`config.mk`:
```
export PLATFORM = sky130hd
export DESIGN_NAME = eid_top
export DESIGN_NICKNAME = d
export VERILOG_FILES = /design/src/core/eid_pkg.sv /design/src/core/eid_sync.sv /design/src/core/eid_top.sv
export SDC_FILE = /design/constraint.sdc
export NUM_CORES = 1
export LEC_CHECK = 0
export BUFFER_PORTS_ARGS = -buffer_cell sky130_fd_sc_hd__buf_2
export CAP_MARGIN = 20
export CELL_PAD_IN_SITES_DETAIL_PLACEMENT = 0
export CELL_PAD_IN_SITES_GLOBAL_PLACEMENT = 2
export CORE_MARGIN = 3
export CORE_UTILIZATION = 24
export CTS_BUF_LIST = sky130_fd_sc_hd__clkbuf_2 sky130_fd_sc_hd__clkbuf_4 sky130_fd_sc_hd__clkbuf_8
export CTS_CLUSTER_DIAMETER = 200
export CTS_CLUSTER_SIZE = 8
export DETAILED_ROUTE_END_ITERATION = 8
export MAX_ROUTING_LAYER = met4
export PLACE_DENSITY_LB_ADDON = 0.05
export SLEW_MARGIN = 20
export SYNTH_ARGS = -nofsm -noshare
export SYNTH_HDL_FRONTEND = slang
export SYNTH_SLANG_ARGS = --single-unit
```
`constraint.sdc`:
```
create_clock -name core_clk -period 1.9 [get_ports core_clk]
set_clock_uncertainty 0.05 [all_clocks]
set_input_delay 0.285 -clock core_clk [delete_from_list [all_inputs] [get_ports core_clk]]
set_output_delay 0.285 -clock core_clk [all_outputs]
set_load 0.01 [all_outputs]
```
`src/core/eid_pkg.sv`:
```
`default_nettype none
package eid_pkg;

	// =========================================================
	// Register map (word index, byte address is four times it)
	// =========================================================
	localparam int          EID_ADDR_W      = 12;
	localparam logic [7:0]  EID_CTRL_IDX    = 8'h7F;
	localparam logic [7:0]  EID_STAT_IDX    = 8'h80;
	localparam logic [7:0]  EID_MASK_IDX    = 8'h81;

	// =========================================================
	// Control/status field positions and reset values
	// =========================================================
	localparam int          EID_B_MODE      = 0;
	localparam int          EID_B_IE        = 1;
	localparam int          EID_B_ACK       = 2;
	localparam int          EID_B_FLAG      = 3;
	localparam int          EID_B_PE        = 4;
	localparam int          EID_B_EDG       = 5;
	localparam int          EID_B_PDD       = 6;
	localparam logic [7:0]  EID_CTRL_RST    = 8'h00;

	// Sticky status / mask layout
	localparam int          EID_S_EVENT     = 0;
	localparam int          EID_S_BLOCKED   = 1;
	localparam int          EID_STAT_W      = 2;
	localparam logic [1:0]  EID_STAT_RST    = 2'h0;
	localparam logic [1:0]  EID_MASK_RST    = 2'h0;

	// Request line idles high after reset
	localparam logic        EID_REQ_IDLE    = 1'b1;

	// AXI responses
	localparam logic [1:0]  EID_RESP_OKAY   = 2'h0;
	localparam logic [1:0]  EID_RESP_DECERR = 2'h3;

	// Writable control fields
	typedef struct packed {
		logic pullDisable;
		logic polaritySelect;
		logic inputFunctionEnable;
		logic eventInterruptEnable;
		logic detectionMode;
	} eid_ctrl_t;

	localparam eid_ctrl_t   EID_CTRL_FIELDS_RST = '0;

endpackage
`default_nettype wire

```
`src/core/eid_sync.sv`:
```
`timescale 1ns/1ps
`default_nettype none
module eid_sync (
	input  wire logic core_clk,
	input  wire logic rst_b,
	input  wire logic asyncIn,
	output logic      syncOut
);
	import eid_pkg::*;

	logic stage1_r;
	logic stage2_r;
	logic stage3_r;
	logic level_r;

	// Three flops, value accepted once stages two and three agree
	always_ff @(posedge core_clk) begin
		if (!rst_b) begin
			stage1_r <= EID_REQ_IDLE;
			stage2_r <= EID_REQ_IDLE;
			stage3_r <= EID_REQ_IDLE;
			level_r  <= EID_REQ_IDLE;
		end else begin
			stage1_r <= asyncIn;
			stage2_r <= stage1_r;
			stage3_r <= stage2_r;
			if (stage2_r == stage3_r) begin
				level_r <= stage3_r;
			end
		end
	end

	assign syncOut = level_r;

endmodule
`default_nettype wire

```
`src/core/eid_top.sv`:
```
// Register access over AXI4-Lite was decided locally.
`timescale 1ns/1ps
`default_nettype none
// Behaviour
// - Request honoured only while input function enabled
// - Polarity bit picks falling/low or rising/high
// - Mode bit picks edges only or edges+levels
// - Level mode: flag sets on assert edge
// - Level mode: flag held while level asserted
// - Event flag is read-only status bit
// - Acknowledge one clears flag, reads zero
// - Interrupt enable gates flag onto CPU interrupt
// - Pull disable bit effective only when enabled
// - Rising polarity forces pull device off
// - Bit seven reserved, reads zero
// - Synchronous sampling, asynchronous wake in stop
// - Eight-bit register, index 7F, resets zero
module eid_top (
	input  wire logic                          core_clk,
	input  wire logic                          rst_b,
	// AXI4-Lite slave
	input  wire logic [eid_pkg::EID_ADDR_W-1:0] s_axi_awaddr,
	input  wire logic                          s_axi_awvalid,
	output logic                               s_axi_awready,
	input  wire logic [31:0]                   s_axi_wdata,
	input  wire logic [3:0]                    s_axi_wstrb,
	input  wire logic                          s_axi_wvalid,
	output logic                               s_axi_wready,
	output logic [1:0]                         s_axi_bresp,
	output logic                               s_axi_bvalid,
	input  wire logic                          s_axi_bready,
	input  wire logic [eid_pkg::EID_ADDR_W-1:0] s_axi_araddr,
	input  wire logic                          s_axi_arvalid,
	output logic                               s_axi_arready,
	output logic [31:0]                        s_axi_rdata,
	output logic [1:0]                         s_axi_rresp,
	output logic                               s_axi_rvalid,
	input  wire logic                          s_axi_rready,
	// Request line and system
	input  wire logic                          crossbarRequestOutput,
	input  wire logic                          stopMode,
	output logic                               cpuIrq,
	output logic                               pullEnable,
	output logic                               stopWake
);
	import eid_pkg::*;

	// =========================================================
	// Helpers
	// =========================================================
	function automatic logic addrHits(input logic [EID_ADDR_W-1:0] a, input logic [7:0] idx);
		addrHits = (a[EID_ADDR_W-1:2] == {2'h0, idx});
	endfunction

	// =========================================================
	// State
	// =========================================================
	eid_ctrl_t         ctrl_r;
	eid_ctrl_t         ctrl_nxt;
	logic              flag_r;
	logic              flag_nxt;
	logic [1:0]        stat_r;
	logic [1:0]        stat_nxt;
	logic [1:0]        mask_r;
	logic [1:0]        mask_nxt;
	logic              prevLevel_r;
	logic              reqLevel;
	logic              cpuIrq_r;
	logic              pullEnable_r;

	logic              awHave_r;
	logic              wHave_r;
	logic [EID_ADDR_W-1:0] awAddr_r;
	logic [31:0]       wData_r;
	logic [3:0]        wStrb_r;
	logic              awReady_r;
	logic              wReady_r;
	logic              bValid_r;
	logic [1:0]        bResp_r;
	logic              arReady_r;
	logic              rValid_r;
	logic [31:0]       rData_r;
	logic [1:0]        rResp_r;

	// =========================================================
	// Request synchroniser
	// =========================================================
	eid_sync u_sync (
		.core_clk (core_clk),
		.rst_b    (rst_b),
		.asyncIn  (crossbarRequestOutput),
		.syncOut  (reqLevel)
	);

	// =========================================================
	// Detection
	// =========================================================
	wire logic asserted    = ctrl_r.polaritySelect ? reqLevel : ~reqLevel;
	wire logic prevAsrt    = ctrl_r.polaritySelect ? prevLevel_r : ~prevLevel_r;
	wire logic assertEdge  = asserted & ~prevAsrt;
	wire logic levelHit    = ctrl_r.detectionMode & asserted;
	wire logic eventSet    = ctrl_r.inputFunctionEnable & (assertEdge | levelHit);

	// Previous synchronised level, idle high
	always_ff @(posedge core_clk) begin
		if (!rst_b) begin
			prevLevel_r <= EID_REQ_IDLE;
		end else begin
			prevLevel_r <= reqLevel;
		end
	end

	// =========================================================
	// Bus write path
	// =========================================================
	wire logic awFire   = s_axi_awvalid & awReady_r;
	wire logic wFire    = s_axi_wvalid & wReady_r;
	wire logic awAvail  = awHave_r | awFire;
	wire logic wAvail   = wHave_r | wFire;
	wire logic doWrite  = awAvail & wAvail & ~bValid_r;
	wire logic [EID_ADDR_W-1:0] wrAddr = awHave_r ? awAddr_r : s_axi_awaddr;
	wire logic [31:0]  wrData = wHave_r ? wData_r : s_axi_wdata;
	wire logic [3:0]   wrStrb = wHave_r ? wStrb_r : s_axi_wstrb;
	wire logic wrLane0  = doWrite & wrStrb[0];
	wire logic wrCtrl   = wrLane0 & addrHits(wrAddr, EID_CTRL_IDX);
	wire logic wrStat   = wrLane0 & addrHits(wrAddr, EID_STAT_IDX);
	wire logic wrMask   = wrLane0 & addrHits(wrAddr, EID_MASK_IDX);
	wire logic wrMapped = addrHits(wrAddr, EID_CTRL_IDX) | addrHits(wrAddr, EID_STAT_IDX)
		| addrHits(wrAddr, EID_MASK_IDX);
	wire logic ackWrite = wrCtrl & wrData[EID_B_ACK];
	wire logic bDone    = bValid_r & s_axi_bready;
	wire logic awHave_nxt = (awHave_r | awFire) & ~doWrite;
	wire logic wHave_nxt  = (wHave_r | wFire) & ~doWrite;
	wire logic bValid_nxt = doWrite | (bValid_r & ~s_axi_bready);

	// Write channel holding registers
	always_ff @(posedge core_clk) begin
		if (!rst_b) begin
			awHave_r  <= 1'b0;
			wHave_r   <= 1'b0;
			awReady_r <= 1'b0;
			wReady_r  <= 1'b0;
			bValid_r  <= 1'b0;
			bResp_r   <= EID_RESP_OKAY;
		end else begin
			awHave_r  <= awHave_nxt;
			wHave_r   <= wHave_nxt;
			awReady_r <= ~awHave_nxt & ~bValid_nxt;
			wReady_r  <= ~wHave_nxt & ~bValid_nxt;
			bValid_r  <= bValid_nxt;
			if (doWrite) begin
				bResp_r <= wrMapped ? EID_RESP_OKAY : EID_RESP_DECERR;
			end
		end
	end

	// Captured address and data
	always_ff @(posedge core_clk) begin
		if (!rst_b) begin
			awAddr_r <= '0;
			wData_r  <= 32'h0000_0000;
			wStrb_r  <= 4'h0;
		end else begin
			if (awFire) awAddr_r <= s_axi_awaddr;
			if (wFire) begin
				wData_r <= s_axi_wdata;
				wStrb_r <= s_axi_wstrb;
			end
		end
	end

	// =========================================================
	// Register updates
	// =========================================================
	// Control fields; flag and acknowledge bits not stored from writes
	assign ctrl_nxt = wrCtrl ? eid_ctrl_t'({wrData[EID_B_PDD], wrData[EID_B_EDG],
		wrData[EID_B_PE], wrData[EID_B_IE], wrData[EID_B_MODE]}) : ctrl_r;

	// Flag: set wins over acknowledge
	assign flag_nxt = eventSet | (flag_r & ~ackWrite);

	// Sticky status, write one to clear, set wins
	wire logic [1:0] statSet = {ackWrite & eventSet, eventSet};
	wire logic [1:0] statClr = wrStat ? wrData[EID_STAT_W-1:0] : 2'h0;
	assign stat_nxt = statSet | (stat_r & ~statClr);
	assign mask_nxt = wrMask ? wrData[EID_STAT_W-1:0] : mask_r;

	always_ff @(posedge core_clk) begin
		if (!rst_b) begin
			ctrl_r <= EID_CTRL_FIELDS_RST;
			flag_r <= EID_CTRL_RST[EID_B_FLAG];
			stat_r <= EID_STAT_RST;
			mask_r <= EID_MASK_RST;
		end else begin
			ctrl_r <= ctrl_nxt;
			flag_r <= flag_nxt;
			stat_r <= stat_nxt;
			mask_r <= mask_nxt;
		end
	end

	// =========================================================
	// Outputs: interrupt and pull device
	// =========================================================
	wire logic irqNxt  = (ctrl_r.eventInterruptEnable & flag_r) | (|(stat_r & mask_r));
	wire logic pullNxt = ctrl_r.inputFunctionEnable & ~ctrl_r.pullDisable
		& ~ctrl_r.polaritySelect;

	always_ff @(posedge core_clk) begin
		if (!rst_b) begin
			cpuIrq_r     <= 1'b0;
			pullEnable_r <= 1'b0;
		end else begin
			cpuIrq_r     <= irqNxt;
			pullEnable_r <= pullNxt;
		end
	end

	// Wake path bypasses the clock while it is stopped
	assign stopWake = stopMode & ctrl_r.inputFunctionEnable
		& (ctrl_r.polaritySelect ? crossbarRequestOutput : ~crossbarRequestOutput);

	// =========================================================
	// Bus read path
	// =========================================================
	wire logic arFire = s_axi_arvalid & arReady_r;
	wire logic [7:0] ctrlRead = {1'b0, ctrl_r.pullDisable, ctrl_r.polaritySelect,
		ctrl_r.inputFunctionEnable, flag_r, 1'b0, ctrl_r.eventInterruptEnable,
		ctrl_r.detectionMode};
	wire logic rdCtrl = addrHits(s_axi_araddr, EID_CTRL_IDX);
	wire logic rdStat = addrHits(s_axi_araddr, EID_STAT_IDX);
	wire logic rdMask = addrHits(s_axi_araddr, EID_MASK_IDX);
	wire logic [31:0] rdValue = rdCtrl ? {24'h00_0000, ctrlRead}
		: rdStat ? {30'h0000_0000, stat_r}
		: rdMask ? {30'h0000_0000, mask_r}
		: 32'h0000_0000;
	wire logic rValid_nxt = arFire | (rValid_r & ~s_axi_rready);

	always_ff @(posedge core_clk) begin
		if (!rst_b) begin
			arReady_r <= 1'b0;
			rValid_r  <= 1'b0;
			rData_r   <= 32'h0000_0000;
			rResp_r   <= EID_RESP_OKAY;
		end else begin
			arReady_r <= ~rValid_nxt;
			rValid_r  <= rValid_nxt;
			if (arFire) begin
				rData_r <= rdValue;
				rResp_r <= (rdCtrl | rdStat | rdMask) ? EID_RESP_OKAY : EID_RESP_DECERR;
			end
		end
	end

	assign s_axi_awready = awReady_r;
	assign s_axi_wready  = wReady_r;
	assign s_axi_bvalid  = bValid_r;
	assign s_axi_bresp   = bResp_r;
	assign s_axi_arready = arReady_r;
	assign s_axi_rvalid  = rValid_r;
	assign s_axi_rdata   = rData_r;
	assign s_axi_rresp   = rResp_r;
	assign cpuIrq        = cpuIrq_r;
	assign pullEnable    = pullEnable_r;

	// =========================================================
	// Checks
	// =========================================================
	property p_disabled_no_set;
		@(posedge core_clk) disable iff (!rst_b)
		(!ctrl_r.inputFunctionEnable && !flag_r) |=> !flag_r;
	endproperty
	a_disabled_no_set: assert property (p_disabled_no_set)
		else $error("flag set while input function disabled");

	property p_edge_sets;
		@(posedge core_clk) disable iff (!rst_b)
		(ctrl_r.inputFunctionEnable && assertEdge) |=> flag_r;
	endproperty
	a_edge_sets: assert property (p_edge_sets)
		else $error("asserting edge did not set flag");

	property p_edge_only_no_level;
		@(posedge core_clk) disable iff (!rst_b)
		(!ctrl_r.detectionMode && !assertEdge && ackWrite) |=> !flag_r;
	endproperty
	a_edge_only_no_level: assert property (p_edge_only_no_level)
		else $error("steady level held flag in edge-only mode");

	property p_level_holds;
		@(posedge core_clk) disable iff (!rst_b)
		(ctrl_r.inputFunctionEnable && ctrl_r.detectionMode && asserted) |=> flag_r;
	endproperty
	a_level_holds: assert property (p_level_holds)
		else $error("flag cleared while level asserted");

	property p_polarity;
		@(posedge core_clk) disable iff (!rst_b)
		(ctrl_r.inputFunctionEnable && ctrl_r.polaritySelect
			&& $rose(reqLevel) && !flag_r) |=> flag_r;
	endproperty
	a_polarity: assert property (p_polarity)
		else $error("rising edge missed with rising polarity");

	property p_irq_follows;
		@(posedge core_clk) disable iff (!rst_b)
		(ctrl_r.eventInterruptEnable && flag_r) |=> cpuIrq;
	endproperty
	a_irq_follows: assert property (p_irq_follows)
		else $error("interrupt not raised for pending flag");

	property p_irq_quiet;
		@(posedge core_clk) disable iff (!rst_b)
		(!ctrl_r.eventInterruptEnable && ((stat_r & mask_r) == 2'h0)) |=> !cpuIrq;
	endproperty
	a_irq_quiet: assert property (p_irq_quiet)
		else $error("interrupt raised while disabled");

	property p_pull_rising_off;
		@(posedge core_clk) disable iff (!rst_b)
		(ctrl_r.inputFunctionEnable && ctrl_r.polaritySelect) |=> !pullEnable;
	endproperty
	a_pull_rising_off: assert property (p_pull_rising_off)
		else $error("pull device on with rising polarity");

	property p_pull_disable;
		@(posedge core_clk) disable iff (!rst_b)
		(!ctrl_r.inputFunctionEnable || ctrl_r.pullDisable) |=> !pullEnable;
	endproperty
	a_pull_disable: assert property (p_pull_disable)
		else $error("pull device on while disabled");

	property p_reserved_zero;
		@(posedge core_clk) disable iff (!rst_b)
		rValid_r |-> (rData_r[7] == 1'b0) && (rData_r[EID_B_ACK] == 1'b0);
	endproperty
	a_reserved_zero: assert property (p_reserved_zero)
		else $error("reserved or acknowledge bit read as one");

	property p_reset_value;
		@(posedge core_clk)
		!rst_b |=> (ctrlRead == EID_CTRL_RST) && !cpuIrq_r;
	endproperty
	a_reset_value: assert property (p_reset_value)
		else $error("control register not zero after reset");

endmodule
`default_nettype wire

```
==> reports/metrics.csv <==
metric,value,unit
drt-wirelength-per-cell,12.5,µm
track_usage,11.0,%
cts_buffer_depth,2,
regToRegSetupSlack,-0.04,ns
timing.final.ws_setup,-0.0434,ns
min_path_cells,2,
clk_pin_slew_worst_paths,0.09,ns
clock_latency,0.31,ns
cts-root-buf,clkbuf_8,
ys_top_cells_by_area,"dfxtp_1 42%, buf_4 8.9%, nand2_1 8.0%",
worstHoldEndpoint,u_sync.stage1_r,
vias_per_cell,4.22,
power_density,746,nW/µm²
dieHeight,105,µm
synth_edf_count,0,
coreArea,9370,µm²
syn_inst,265,
seq_area,982,µm²
ir_drop,359,µV
syn2layout_area_growth,24.3,%
cap_violations,0,
die_x,105,µm
io_pins,113,
hold_viol_final,0,
r2r_end,mask_r[0],
p_total,2.18,mW
drc,0,
grt_start_max_net_pins,19,
ys.flop_type,dfxtp_1,
rr_worst_depth,4,
hp-class,input port to flip-flop,
critical_path_arrival,2.13,ns
place_congestion,0.677,
start_kind,flip-flop,
dieArea,11000,µm²
io_buffer_count,53,
grt_pass1_vias,1867,
p_seq_share,50.0,%
synth-seq-cells,49,
start_util,25.1,%
drt-initial-drc-count,51,
grt_overflow,0,
switchingPower,560,µW
multi_input_area,1240,µm²
end_kind,flip-flop,
netlist.area_leader.share,41.7,%
cp_max_fo,3,
crit_required,2.08,ns
drtAntennaViolNets,0,
rsz0062_at_grt,yes,
detailed_place_hpwl,4.48,mm
htree_levels,2,
setup_violations,2,
cts_made_buffers,5,
final_nets,400,
ys_types,46,
clkSinkCount,49,
async_flop_share,0,%
drive_gt1_share,28.9,%
synth_warnings,0,
r2r-start,awHave_r,
p_int,1.62,mW
vias,1946,
antenna_cells,0,
grt_pass1_wl,9.54,mm
synth.most_common_cell,nand2_1,
power_leakage,1.20,nW
grt_antenna_before_repair,0,
hp-start,crossbarRequestOutput,
first_pass_iters,4,
cts_tree,built,
ys_seq_area_share,41.7,%
slew_violations,0,
comb_power_share,13.6,%
finalCritPeriodShare,102,%
yosys.area.top_type,dfxtp_1,
synth_area_per_cell,8.89,µm²
max_freq,515,MHz
clkPwrFrac,36.4,%
stdcell_count,461,
min_period,1.94,ns
violations,negative setup slack,
nFillCells,1028,
dp_cells,452,
wl,5.78,mm
worst-setup-path-type,flip-flop to flip-flop,
synth_area,2350,µm²
status,"complete, but fails checks",
fp-row-count,35,
synth_commonest_cells,"50 x nand2_1, 49 x dfxtp_1, 28 x buf_4",
netSwitchingFraction,25.7,%
[worst max-delay path: stages, from the launching register on]
cell and delay (ns):
dfxtp_2 0.35, or3b_4 0.40, or4_4 0.48, a2111oi_4 0.39, mux2i_1 0.22
[cells by family (layout without fill, tap and decap cells)]
logic type / count (synthesis) / count (layout) / share of synthesized area, %
buffers and inverters: 39 / 81 / 10.7
AO/OA/AOI/OAI: 48 / 48 / 15.6
flip-flops: 49 / 49 / 41.7
other: 1 / 26 / 0.159
XOR/XNOR: 3 / 3 / 1.12
AND/OR/NAND/NOR: 109 / 109 / 23.6
multiplexers: 16 / 16 / 7.12
[state kept, by name, indices dropped and copies added (netlist names), 2 cells and up]
register,count
awAddr_r,10
ctrlRead,5
mask_r,2
s_axi_rdata,6
stat_r,2
wData_r,6
[per-layer routing]
metal / routed length [µm] / GRT usage [%] / up-vias
li1: - / - / 1006
met1: 3030 / 15.4 / 879
met2: 2430 / 15.9 / 55
met3: 248 / 2.22 / 6
met4: 72 / 3.09 / 0
met5: 0 / - / -
[timing repair]
action / 4_1_cts / 5_1_grt
resized for setup: 2 / 3
setup endpoints to repair: 3 / 8
pin swaps: 2 / 2
hold buffers: 0 / 0
buffers inserted: 1 / 0
[how the worst max path moves through the flow]
stage                                start        end  slack [ns]  depth (start not counted)
after floorplan           s_axi_awaddr[11]  mask_r[0]       -0.02                          4
after global placement    s_axi_awaddr[11]  mask_r[1]       -0.22                          5
after detailed placement  s_axi_awaddr[11]  mask_r[0]       -0.22                          5
after CTS                         awHave_r  mask_r[0]       -0.11                          4
after global routing              awHave_r  mask_r[0]       -0.13                          4
final                             awHave_r  mask_r[0]       -0.04                          4
[through the flow]
step                      hold WS, ns  TNS [ns]  utilization, %  setup WS [ns]  area [µm²]
after detailed placement        0.343    -0.618            29.7         -0.222        2790
after floorplan                 0.336   -0.0367               -        -0.0183        2460
after global routing            0.159    -0.310            31.2         -0.131        2930
after CTS                       0.157    -0.246            31.1         -0.107        2920
final                           0.155   -0.0829            31.2        -0.0434        2930
after global placement          0.339    -0.625            29.7         -0.222        2790
[cell usage in the layout, fill, tap and decap left out, types with 2 or more instances in the layout]
| cell | instances |
|---|---|
| nor3b_1 | 3 |
| o21ai_1 | 2 |
| nor4_1 | 3 |
| buf_4 | 19 |
| buf_2 | 53 |
| and2_1 | 2 |
| a21boi_0 | 22 |
| nand2_1 | 50 |
| o21a_1 | 2 |
| nand2b_1 | 9 |
| a21oi_1 | 4 |
| nand4_1 | 3 |
| nor2b_1 | 3 |
| a221oi_1 | 2 |
| or4_4 | 2 |
| and3_1 | 2 |
| o21ai_0 | 4 |
| nor2_1 | 5 |
| dfxtp_1 | 48 |
| conb_1 | 26 |
| mux2i_1 | 10 |
| nand3_1 | 11 |
| xnor2_1 | 2 |
| mux2_2 | 6 |
| nand4b_1 | 4 |
| clkbuf_8 | 6 |
| nor3_1 | 5 |
[power by group through the flow]
stage	registers, mW	logic [mW]	clock network [mW]
after floorplan	1.12	0.202	0
after global routing	1.10	0.332	0.864
after CTS	1.09	0.299	0.827
after detailed placement	1.12	0.293	0
after global placement	1.12	0.294	0
final	1.09	0.297	0.795
[cell type report]
class,count,share of cell area (%)
clock buffers,6,2.82
clock inverters,2,1.28
multi-input cells,202,42.2
flip-flops and latches,49,33.5
well taps,129,5.51
repair buffers,73,14.6
Note: power is estimated with default switching activity, not from simulation.
